--- config.mk ---
export PLATFORM = sky130hd
export DESIGN_NAME = spfa_top
export DESIGN_NICKNAME = d
export VERILOG_FILES = /design/src/include/spfa_pkg.sv /design/src/design/spfa_top.sv /design/src/design/spfa_array.sv
export VERILOG_INCLUDE_DIRS = /design/src /design/src/include
export SDC_FILE = /design/constraint.sdc
export NUM_CORES = 2
export LEC_CHECK = 0
export ABC_CLOCK_PERIOD_IN_PS = 5200
export BUFFER_PORTS_ARGS = -buffer_cell sky130_fd_sc_hd__buf_2
export CORE_ASPECT_RATIO = 1.4
export CORE_MARGIN = 2
export CORE_UTILIZATION = 30
export CTS_BUF_LIST = sky130_fd_sc_hd__clkbuf_8
export CTS_CLUSTER_SIZE = 20
export DETAILED_ROUTE_END_ITERATION = 8
export GPL_TIMING_DRIVEN = 1
export HOLD_SLACK_MARGIN = 0.03
export PLACE_DENSITY_LB_ADDON = 0.1
export SETUP_SLACK_MARGIN = 0.4
export SYNTH_ARGS = -nofsm -noshare
export SYNTH_HDL_FRONTEND = slang
export SYNTH_HIERARCHICAL = 1
export SYNTH_SLANG_ARGS = --single-unit
--- constraint.sdc ---
create_clock -name pclk -period 5.2 [get_ports pclk]
set_clock_uncertainty 0.05 [all_clocks]
set_input_delay 0.52 -clock pclk [delete_from_list [all_inputs] [get_ports pclk]]
set_output_delay 0.52 -clock pclk [all_outputs]
set_load 0.01 [all_outputs]
--- src/include/spfa_map.svh ---
/*
 Register offsets, field positions, reset values and timing counts for the self-program flash access block.
 Assumes inclusion by bare name from the design and bench files.
*/
`ifndef SPFA_MAP_SVH
`define SPFA_MAP_SVH
`define SPFA_OFS_ADDR_LOW   12'h000
`define SPFA_OFS_ADDR_HIGH  12'h004
`define SPFA_OFS_DATA_LOW   12'h008
`define SPFA_OFS_DATA_HIGH  12'h00C
`define SPFA_OFS_CONTROL    12'h010
`define SPFA_OFS_UNLOCK     12'h014
`define SPFA_OFS_CONFIG     12'h018
`define SPFA_OFS_STALL      12'h01C
`define SPFA_BIT_FETCH      0
`define SPFA_BIT_PROG       1
`define SPFA_BIT_ENABLE     2
`define SPFA_BIT_ERROR      3
`define SPFA_BIT_ERASE      4
`define SPFA_BIT_LATCH_ONLY 5
`define SPFA_BIT_CFG_SEL    6
`define SPFA_BIT_GUARD      0
`define SPFA_LOCK_LO        1
`define SPFA_LOCK_HI        2
`define SPFA_KEY_FIRST      8'h55
`define SPFA_KEY_SECOND     8'hAA
`define SPFA_LATCH_BLANK    14'h3FFF
`define SPFA_WORDS          32
`define SPFA_ROW_MS         2
`define SPFA_CLK_MHZ        100
`define SPFA_ROW_CYCLES     (`SPFA_ROW_MS * 1000 * `SPFA_CLK_MHZ)
`define SPFA_FORCED_NOPS    2'h2
`define SPFA_ADDR_HIGH_W    7
`endif

--- src/include/spfa_pkg.sv ---
/*
 Types for the self-program flash access block.
 Assumes spfa_map.svh is on the include path.
*/
package spfa_pkg;
	typedef enum logic [4:0] {
		SPFA_IDLE   = 5'h01,
		SPFA_FETCH  = 5'h02,
		SPFA_NOPS   = 5'h04,
		SPFA_BUSY   = 5'h08,
		SPFA_FINISH = 5'h10
	} spfa_state_t;
	typedef enum logic [1:0] {
		SPFA_KEY_NONE = 2'h0,
		SPFA_KEY_HALF = 2'h1,
		SPFA_KEY_FULL = 2'h2
	} spfa_key_t;
endpackage

--- src/design/spfa_top.sv ---
/*
 Self-program flash access sequencer with an APB register slave, write latches and row timer.
 Assumes one clock pclk, APB master per protocol, configuration bits as static inputs.
*/
// Operation
// - Data pair is 14 bits, address 15
// - High address byte and low byte combine
// - Start bits set-only, hardware clears them
// - Writes need program enable, cleared at reset
// - Reset during write sets program error
// - Unlock register reads as zero
// - Latch load and program need unlock pattern
// - Rows of 32 words, row erase smallest
// - 32 latches of 14 bits, sequential
// - Blank words programmable without erase
// - Read uses second cycle, data next
// - Data pair holds until read or write
// - Code guard low blocks external access
// - Only external bulk erase removes guard; here a reset also reloads it from code_guard
// - Lock bits block self-write in regions
// - Internal timer times each row operation
// - Low five bits latch, upper ten row
// - Latches return to 3FFF after program
// - Row operation stalls, latch load does not
`timescale 1ns/1ns
`include "spfa_map.svh"
module spfa_top
	import spfa_pkg::*;
#(
	parameter int ROW_CYCLES = `SPFA_ROW_CYCLES,
	parameter int ROWS       = 4
) (
	input  wire logic        pclk,
	input  wire logic        presetn,
	input  wire logic        psel,
	input  wire logic        penable,
	input  wire logic        pwrite,
	input  wire logic [11:0] paddr,
	input  wire logic [31:0] pwdata,
	output logic      [31:0] prdata,
	output logic             pready,
	output logic             pslverr,
	input  wire logic        code_guard,
	input  wire logic [1:0]  memory_lock_bits,
	input  wire logic        ext_bulk_erase,
	output logic             cpu_stall,
	output logic             guard_active
);
	typedef struct packed {
		spfa_state_t              state;
		spfa_key_t                key;
		logic [7:0]               addr_low;
		logic [6:0]               addr_high;
		logic [7:0]               data_low;
		logic [5:0]               data_high;
		logic                     fetch;
		logic                     prog;
		logic                     enable;
		logic                     error;
		logic                     erase;
		logic                     latch_only;
		logic                     cfg_sel;
		logic [1:0]               nops;
		logic [31:0]              timer;
		logic [`SPFA_WORDS*14-1:0] latches;
		logic                     row_write;
		logic                     row_erase;
		logic                     stall;
		logic                     guard;
		logic                     guard_init;
		logic [31:0]              rdata;
		logic                     ready;
		logic                     slverr;
	} spfa_regs_t;
	spfa_regs_t r;
	spfa_regs_t next_r;
	logic [14:0] word_addr;
	logic [13:0] rd_word;
	logic        wr_xfer;
	logic        rd_xfer;
	logic        locked;
	// Error flag lives in a register that a reset pulse cannot clear while a write is running
	logic        err_keep;
	logic        err_clear;
	assign word_addr = {r.addr_high, r.addr_low};
	assign err_clear = wr_xfer && paddr == `SPFA_OFS_CONTROL && !pwdata[`SPFA_BIT_ERROR] && !r.stall;
	assign wr_xfer   = psel && penable && !r.ready && pwrite;
	assign rd_xfer   = psel && penable && !r.ready && !pwrite;
	// Lock bits 01 protect the lower half, 10 the lower quarter, 00 all, 11 none
	always_comb begin
		unique case (memory_lock_bits)
			2'h0:    locked = 1'b1;
			2'h1:    locked = !word_addr[14];
			2'h2:    locked = word_addr[14:13] == 2'h0;
			default: locked = 1'b0;
		endcase
	end
	spfa_array #(
		.ROWS(ROWS)
	) u_array (
		.pclk      (pclk),
		.presetn   (presetn),
		.row_sel   (word_addr[5 +: $clog2(ROWS)]),
		.word_sel  (word_addr[4:0]),
		.rd_word   (rd_word),
		.row_write (r.row_write),
		.row_data  (r.latches),
		.row_erase (r.row_erase)
	);
	always_comb begin
		next_r           = r;
		next_r.ready     = 1'b0;
		next_r.slverr    = 1'b0;
		next_r.row_write = 1'b0;
		next_r.row_erase = 1'b0;
		if (!r.guard_init) begin
			next_r.guard      = !code_guard;
			next_r.guard_init = 1'b1;
		end
		if (ext_bulk_erase) begin
			next_r.guard = 1'b0;
		end
		if (psel && penable && !r.ready) begin
			next_r.ready = 1'b1;
			next_r.rdata = 32'h0000_0000;
			if (r.stall) begin
				next_r.ready = 1'b0;
			end else if (pwrite) begin
				unique case (paddr)
					`SPFA_OFS_ADDR_LOW:  next_r.addr_low = pwdata[7:0];
					`SPFA_OFS_ADDR_HIGH: next_r.addr_high = pwdata[`SPFA_ADDR_HIGH_W-1:0];
					`SPFA_OFS_DATA_LOW:  next_r.data_low = pwdata[7:0];
					`SPFA_OFS_DATA_HIGH: next_r.data_high = pwdata[5:0];
					`SPFA_OFS_CONTROL: begin
						next_r.fetch      = r.fetch | pwdata[`SPFA_BIT_FETCH];
						next_r.prog       = r.prog | pwdata[`SPFA_BIT_PROG];
						next_r.enable     = pwdata[`SPFA_BIT_ENABLE];
						next_r.error      = pwdata[`SPFA_BIT_ERROR];
						next_r.erase      = pwdata[`SPFA_BIT_ERASE];
						next_r.latch_only = pwdata[`SPFA_BIT_LATCH_ONLY];
						next_r.cfg_sel    = pwdata[`SPFA_BIT_CFG_SEL];
					end
					`SPFA_OFS_UNLOCK: begin
						if (pwdata[7:0] == `SPFA_KEY_FIRST) begin
							next_r.key = SPFA_KEY_HALF;
						end else if (pwdata[7:0] == `SPFA_KEY_SECOND && r.key == SPFA_KEY_HALF) begin
							next_r.key = SPFA_KEY_FULL;
						end else begin
							next_r.key = SPFA_KEY_NONE;
						end
					end
					`SPFA_OFS_CONFIG, `SPFA_OFS_STALL: next_r.slverr = 1'b0;
					default: next_r.slverr = 1'b1;
				endcase
				// Any write other than the key pair or a control write breaks the sequence
				if (paddr != `SPFA_OFS_UNLOCK && paddr != `SPFA_OFS_CONTROL) begin
					next_r.key = SPFA_KEY_NONE;
				end
			end else begin
				unique case (paddr)
					`SPFA_OFS_ADDR_LOW:  next_r.rdata = {24'h000000, r.addr_low};
					`SPFA_OFS_ADDR_HIGH: next_r.rdata = {25'h0000000, r.addr_high};
					`SPFA_OFS_DATA_LOW:  next_r.rdata = {24'h000000, r.data_low};
					`SPFA_OFS_DATA_HIGH: next_r.rdata = {26'h0000000, r.data_high};
					`SPFA_OFS_CONTROL:   next_r.rdata = {25'h0000000, r.cfg_sel, r.latch_only, r.erase,
					                                     r.error | err_keep, r.enable, r.prog, r.fetch};
					`SPFA_OFS_UNLOCK:    next_r.rdata = 32'h0000_0000;
					`SPFA_OFS_CONFIG:    next_r.rdata = {29'h00000000, memory_lock_bits, r.guard};
					`SPFA_OFS_STALL:     next_r.rdata = {31'h00000000, r.stall};
					default:             next_r.slverr = 1'b1;
				endcase
			end
		end
		unique case (r.state)
			SPFA_IDLE: begin
				if (r.fetch) begin
					next_r.state = SPFA_FETCH;
				end else if (r.prog) begin
					if (!r.enable || r.key != SPFA_KEY_FULL || r.cfg_sel || locked) begin
						next_r.prog = 1'b0;
					end else begin
						next_r.state = SPFA_NOPS;
						next_r.nops  = `SPFA_FORCED_NOPS;
					end
					next_r.key = SPFA_KEY_NONE;
				end
			end
			SPFA_FETCH: begin
				// Second cycle after the start does the array read; data appears next
				next_r.data_low  = rd_word[7:0];
				next_r.data_high = rd_word[13:8];
				next_r.fetch     = 1'b0;
				next_r.state     = SPFA_IDLE;
			end
			SPFA_NOPS: begin
				next_r.nops = r.nops - 2'h1;
				if (r.nops == 2'h1) begin
					if (r.latch_only && !r.erase) begin
						// Low five address bits pick the latch
						next_r.latches[word_addr[4:0]*14 +: 14] = {r.data_high, r.data_low};
						next_r.state = SPFA_FINISH;
					end else begin
						next_r.stall = 1'b1;
						next_r.timer = 32'(ROW_CYCLES);
						next_r.state = SPFA_BUSY;
					end
				end
			end
			SPFA_BUSY: begin
				next_r.timer = r.timer - 32'h1;
				if (r.timer == 32'h1) begin
					next_r.row_erase = r.erase;
					next_r.row_write = !r.erase;
					next_r.state     = SPFA_FINISH;
				end
			end
			SPFA_FINISH: begin
				if (!r.latch_only && !r.erase) begin
					next_r.latches = {`SPFA_WORDS{`SPFA_LATCH_BLANK}};
				end
				next_r.stall = 1'b0;
				next_r.prog  = 1'b0;
				next_r.state = SPFA_IDLE;
			end
			default: next_r.state = SPFA_IDLE;
		endcase
	end
	// Marks a row operation in flight in step with the stall flag, but without its reset
	logic err_pending;
	always_ff @(posedge pclk or negedge presetn) begin
		if (!presetn) begin
			r <= '{state: SPFA_IDLE, key: SPFA_KEY_NONE, latches: {`SPFA_WORDS{`SPFA_LATCH_BLANK}},
			       default: '0};
		end else begin
			r <= next_r;
		end
	end
	// No reset here: a reset that drops the stall while the mark still stands sets the error
	// Both flops power up unknown; software clears the error bit once after power-up
	always_ff @(posedge pclk) begin
		err_pending <= next_r.stall;
		err_keep    <= (err_pending && !r.stall) || (err_keep && !err_clear);
	end
	a_error_kept: assert property (@(posedge pclk)
		err_pending && !r.stall |=> err_keep) else $error("cut write not flagged");
	assign prdata       = r.rdata;
	assign pready       = r.ready;
	assign pslverr      = r.slverr;
	assign cpu_stall    = r.stall;
	assign guard_active = r.guard;
	a_fetch_clears: assert property (@(posedge pclk) disable iff (!presetn)
		r.state == SPFA_FETCH |=> !r.fetch && r.state == SPFA_IDLE) else $error("fetch bit not cleared");
	a_fetch_data: assert property (@(posedge pclk) disable iff (!presetn)
		r.state == SPFA_FETCH |=> {r.data_high, r.data_low} == $past(rd_word)) else $error("fetch data wrong");
	a_unlock_zero: assert property (@(posedge pclk) disable iff (!presetn)
		rd_xfer && paddr == `SPFA_OFS_UNLOCK && !r.stall |=> prdata == 32'h0) else $error("unlock read nonzero");
	a_no_enable: assert property (@(posedge pclk) disable iff (!presetn)
		r.state == SPFA_IDLE && !r.fetch && r.prog && !r.enable |=> !r.prog && r.state == SPFA_IDLE)
		else $error("start without enable");
	a_need_key: assert property (@(posedge pclk) disable iff (!presetn)
		r.state == SPFA_IDLE && !r.fetch && r.prog && r.key != SPFA_KEY_FULL |=> r.state == SPFA_IDLE)
		else $error("start without key");
	a_blank_latch: assert property (@(posedge pclk) disable iff (!presetn)
		r.state == SPFA_FINISH && !r.latch_only && !r.erase |=> r.latches == {`SPFA_WORDS{`SPFA_LATCH_BLANK}})
		else $error("latches not blank");
	a_load_nostall: assert property (@(posedge pclk) disable iff (!presetn)
		r.state == SPFA_NOPS && r.latch_only && !r.erase |-> !r.stall) else $error("latch load stalled");
	a_stall_busy: assert property (@(posedge pclk) disable iff (!presetn)
		r.state == SPFA_BUSY |-> cpu_stall) else $error("busy without stall");
	a_locked_row: assert property (@(posedge pclk) disable iff (!presetn)
		r.state == SPFA_IDLE && !r.fetch && r.prog && locked |=> r.state == SPFA_IDLE) else $error("lock ignored");
	c_fetch: cover property (@(posedge pclk) disable iff (!presetn) r.state == SPFA_FETCH);
	c_load: cover property (@(posedge pclk) disable iff (!presetn) r.state == SPFA_NOPS && r.latch_only);
	c_row: cover property (@(posedge pclk) disable iff (!presetn) r.row_write);
	c_erase: cover property (@(posedge pclk) disable iff (!presetn) r.row_erase);
endmodule

--- src/design/spfa_array.sv ---
/*
 Flash word array model held in flip-flops: one read port, one row write port, one row erase port.
 Assumes the sequencer writes only inside one row per operation and never reads and writes in one cycle.
*/
`timescale 1ns/1ns
`include "spfa_map.svh"
module spfa_array
	import spfa_pkg::*;
#(
	parameter int ROWS = 4
) (
	input  wire logic                       pclk,
	input  wire logic                       presetn,
	input  wire logic [$clog2(ROWS)-1:0]    row_sel,
	input  wire logic [4:0]                 word_sel,
	output logic      [13:0]                rd_word,
	input  wire logic                       row_write,
	input  wire logic [`SPFA_WORDS*14-1:0]  row_data,
	input  wire logic                       row_erase
);
	logic [13:0] mem [ROWS*`SPFA_WORDS];
	assign rd_word = mem[{row_sel, word_sel}];
	// Programming can only clear bits, so blank words take new data without an erase
	for (genvar g = 0; g < ROWS*`SPFA_WORDS; g++) begin : g_word
		always_ff @(posedge pclk or negedge presetn) begin
			if (!presetn) begin
				mem[g] <= `SPFA_LATCH_BLANK;
			end else if (row_erase && row_sel == g / `SPFA_WORDS) begin
				mem[g] <= `SPFA_LATCH_BLANK;
			end else if (row_write && row_sel == g / `SPFA_WORDS) begin
				mem[g] <= mem[g] & row_data[(g % `SPFA_WORDS)*14 +: 14];
			end
		end
	end
endmodule

# == Word-level counts from Yosys, hierarchy flattened ==
# Cells that the tools add are included.
# op_classes
n_addsub,3
multipliers,1
order_cmp,1
n_eq_ne,37
shift,2
mux,311
bitwise,133
reduce_logical,60
# ops
operator,n
14-bit 2-to-1 mux,258
14-bit AND,128
448-bit 2-to-1 mux,2
448-bit case mux with 2 select lines,1
480-bit 2-to-1 mux,1
448-bit bitwise mux,1
14-bit by 34-bit variable shift with 448-bit output (first input constant),1
14-bit by 34-bit indexed part select with 448-bit output,1
38-bit 2-to-1 mux,3
14-bit binary-select mux with 7-bit select,1
32-bit case mux with 2 select lines,1
12-bit by 5-bit equality test with 1-bit output (second input constant),4
8-bit case mux with 6 select lines,1
4-bit AND reduction,9
9-bit negator with 34-bit output,1
32-bit by 1-bit equality test with 1-bit output (second input constant),1
32-bit 2-to-1 mux,1
8-bit 2-to-1 mux,4
32-bit by 1-bit subtractor with 32-bit output (second input constant),1
2-bit 2-to-1 mux,13
5-bit 2-to-1 mux,5
12-bit by 4-bit equality test with 1-bit output (second input constant),2
12-bit by 5-bit inequality test with 1-bit output (second input constant),2
2-bit nonzero test,12
34 further kinds,94
# totals
regBits,2334
input_bits,53
word_cells,702

# == Logic depth before layout (Yosys ltp) ==
# logic_depth
ltp_word,13
ltp_mapped,18
mapped_depth_nobuf,15

# == By module ==
# The synthesis kept the hierarchy.
# modules_own_cells
mod,n_inst,cells_per_inst,area_per_inst_um2
spfa_array,1,6779,78799.3
spfa_top,1,2895,27948.1

# == Least setup slack after synthesis ==
# Ideal clock, no wire load.
# synth_path
kind,flip-flop to flip-flop
startpoint,register r[551] (netlist bit)
endpoint,register r[427] (netlist bit)
setup_ns,0.082
arrival_time_ns,4.664
path_slack_ns,0.403
stages_incl_launch_ff,17
path_buffers,1
cell_sequence,dfrtp_1 -> fa_1 -> ha_1 -> fa_1 -> and3b_1 -> or4_4 -> and2_1 -> buf_6 -> nor3_1 -> ha_1 -> inv_1 -> o31ai_1 -> or2_2 -> nor2_2 -> a31oi_1 -> o21ai_1 -> mux2_2
# synth_via
elab_chain_len,7
word_cells_on_any_way,8
classes_between,add/sub: 1; mul: 1; shift: 2; mux: 4
# synth_lines
element,line,rtl
"start, declared",spfa_top.sv:75,spfa_regs_t r;
"start signal, assigned",spfa_top.sv:232,"r <= '{state: SPFA_IDLE, key: SPFA_KEY_NONE, latches: {`SPFA_WORDS{`SPFA_LATCH_BLANK}},"
"start signal, assigned",spfa_top.sv:235,r <= next_r;
5-bit by 3-bit multiplier with 8-bit output *,spfa_top.sv:200,"next_r.latches[word_addr[4:0]*14 +: 14] = {r.data_high, r.data_low};"
9-bit negator with 34-bit output *,spfa_top.sv:200,
14-bit by 34-bit indexed part select with 448-bit output or 14-bit by 34-bit variable shift with 448-bit output (tied branches),spfa_top.sv:200,
448-bit bitwise mux *,spfa_top.sv:200,
448-bit 2-to-1 mux *,spfa_top.sv:198,if (r.latch_only && !r.erase) begin
480-bit 2-to-1 mux *,spfa_top.sv:197,if (r.nops == 2'h1) begin
448-bit case mux with 2 select lines *,spfa_top.sv:174,unique case (r.state)
# Mark *: on every way between the ends. The rest lies on a longest branch, timed or not. The select of a mux whose other input is x is not followed.
# A chain may end at the register's enable or synchronous reset.

# == Final worst setup path ==
# layout_path
startpoint,register r[550] (netlist bit)
endpoint,register r[369] (netlist bit)
# The elaborated chain is that of the path after synthesis.

==> results.txt <==
Fmax = 0.210 GHz
Buffers added on ports = 40
Fin crit share = 91.4%
Yosys top cell area share = 55.2%
Die area = 361000 um2
Number of synthesis warnings = 6
Maximum VDD drop = 0.203 mV
Ys async rst share = 99.9%
Root buffer cell = clkbuf_8
DRC Markers = 0
Post-route cell area = 124000 um2
Reg clk slew, reported paths = 70 ps
Vias in the first global route = 83300
Initial DRC Count = 6808
Fin. max-slew vios = 0
Place WS = -191 ps
Gpl congestion = 1.03
Slew @ Worst Pin = 1300 ps
Synth top area cells = dfstp_2 (55%), mux4_2 (9.7%), o21ai_0 (9.5%), nand2_1 (7.3%), mux2i_1 (2.9%)
Routed vias = 82200
Area delta synth->final = 15.9%
Lkg Pwr = 56.4 nW
Pre-antenna DRT Iters = 6
Vias per inst = 5.49
Total track usage = 25.9%
Pwr Total = 0.0357 W
Synth Flop Type = dfstp_2
RSZ-0062 raised after global routing = yes
Synthesized area = 107000 um2
Core Box Area = 355000 um2
Critical Path RT = 6130 ps
Post-layout util = 34.9%
Number of antenna violations at the first check in global routing = 31
WS Path Type = reg2reg
Die X = 508 um
Synth cell types = 96
Placed Area = 115000 um2
Arr. time, crit path = 5680 ps
Tmin final = 4750 ps
WL/cell = 31.6 um
Die Span Y = 710 um
EDFF count, synth = 0
Fin nets = 10000
Clk sinks = 2334
Most frequent cells in the layout = dfstp_2 (2241), nand2_1 (2053), o21ai_0 (2013)
Worst-skew pair later-pin latency = 1110 ps
Yosys top cell by area = dfstp_2
Antenna Nets Post-Route = 0
Share of post-route cells with drive strength above 1 = 39.9%
Global-route wire length before repair = 664 mm
Status = completed
CTS H-tree lvls = 5
Cell Pwr Density = 288 nW/um2
Nature of the critical path startpoint = register
Clock buffer depth = 4
Worst-path maximum fanout = 18
Post-DP HPWL = 321 mm
GRT Residual Overflow = 0
Rows = 259
Worst slew margin relative to its limit = 12.9%
CTS tree = built
CP Capture Type = register
Most common cell after layout, fill and taps aside = dfstp_2
Setup violators final = 0
FF+latch count, synth = 2334
PnR worst setup slack = 447 ps
Final Hold Fails = 0
Min-Delay Path Class = in2async
Setup slack, reg-to-reg = 450 ps
Sum of negative setup slack = 0 ps
Max Cap Viol = 0
CTS Buf Count = 396
Detailed Route WL = 474 mm
Largest net degree at the start of global routing = 179
Sequential-to-total area share from yosys stat = 57.3%
Starting Density = 30.1%
Synth Area per Inst = 11.0 um2
Mapped Cells = 9674
IO Count = 89
-- worst max-delay path, stage by stage, from the launching register on --
cell and delay (ps):
dfrtp_4 510, fa_1 470, ha_2 220, fa_1 450, buf_4 170, xnor2_4 190
xnor2_2 500, buf_4 230, nand2_1 210, a21oi_1 300, buf_12 230, a22oi_1 110
nor2_1 360, buf_4 200, nand2_1 180, mux2i_1 230
-- metal layers --
| metal | GRT usage (%) | share of wire, % | up-vias |
|---|---|---|---|
| met1 | 32.8 | 41 | 43400 |
| met4 | 12.7 | 5.8 | 8 |
| met5 | 0 | 0.010 | - |
| met3 | 3.65 | 5.3 | 809 |
| met2 | 43.2 | 48 | 3028 |
| li1 | - | - | 34900 |
-- report_power, final --
group | switching [W] | leakage (nW) | total [W] | internal, W
clock | 0.00800 | 4.55 | 0.0168 | 0.00875
sequential | 0.00000381 | 24.3 | 0.0183 | 0.0183
combinational | 0.000556 | 27.6 | 0.000672 | 0.000117
-- cell type report --
type | instances | area, um2
Inverter | 28 | 108
Antenna cell | 17 | 42.5
Tap cell | 4698 | 5880
Fill cell | 35400 | 231000
Multi-Input combinational cell | 6567 | 42800
Timing Repair Buffer | 642 | 5950
Clock buffer | 483 | 6650
Clock inverter | 200 | 1120
Sequential cell | 2334 | 61200
-- cells by family after synthesis --
family / Yosys count / share of synthesized area (%)
xor+xnor: 37 / 0.346
other cells: 2 / 0.00704
mux: 849 / 13.4
flops: 2334 / 57.3
fa+ha+maj: 17 / 0.234
buf+inv: 796 / 3.37
compound gates: 2774 / 14.4
simple gates: 2865 / 10.9
-- flip-flops by register name (all words and copies together) (netlist names) --
name	count
pready	1
guard_active	1
r	528
pslverr	1
err_pending	1
cpu_stall	1
prdata	8
u_array/mem	1792
err_keep	1
-- per-stage QoR --
| stage | cells | hold WS [ps] |
|---|---|---|
| 2_1_floorplan | 9697 | 174 |
| 5_1_grt | 15000 | 117 |
| 6_report | 15000 | 157 |
| 4_1_cts | 14900 | 50.1 |
| 3_3_place_gp | 14200 | 376 |
| 3_5_place_dp | 14200 | 388 |
-- worst paths after layout --
path,start,depth (start not counted),endpoint
worst max-delay path,r[550],15,r[369]
worst min-delay path,presetn,2,r[492]
worst max register to register,r[550],15,r[369]
worst min register to register,err_pending,2,err_keep
max in group asynchronous,presetn,4,u_array/mem[1626]
min in group pclk,paddr[0],6,prdata[6]
-- synth_stat cells, types with 22 or more instances --
master and n:
buf_2 92, a31oi_1 40, a22oi_1 50, o211ai_1 35, a221o_1 35, o21ai_0 2024, buf_6 28, mux4_2 460
dfstp_2 2241, o32a_1 44, nand3_1 87, o21ai_1 43, nor2_1 402, a221oi_1 79, mux2_2 77, mux2i_1 312
nor2b_1 22, a21oi_1 268, inv_1 26, nor3_1 138, a211oi_1 29, o22ai_1 25, nand2_1 2066, clkbuf_1 558
buf_4 73, dfrtp_1 91
-- what timing repair did --
action                                  CTS  global route
hold endpoints to repair                135             0
endpoints found under the setup margin  308           199
buffers inserted                         20             7
hold buffers                             32             0
resized for setup                        85            30
pin swaps                                 8             6
cloned                                    4             2
No activity file was read; power rests on OpenSTA's default activity.
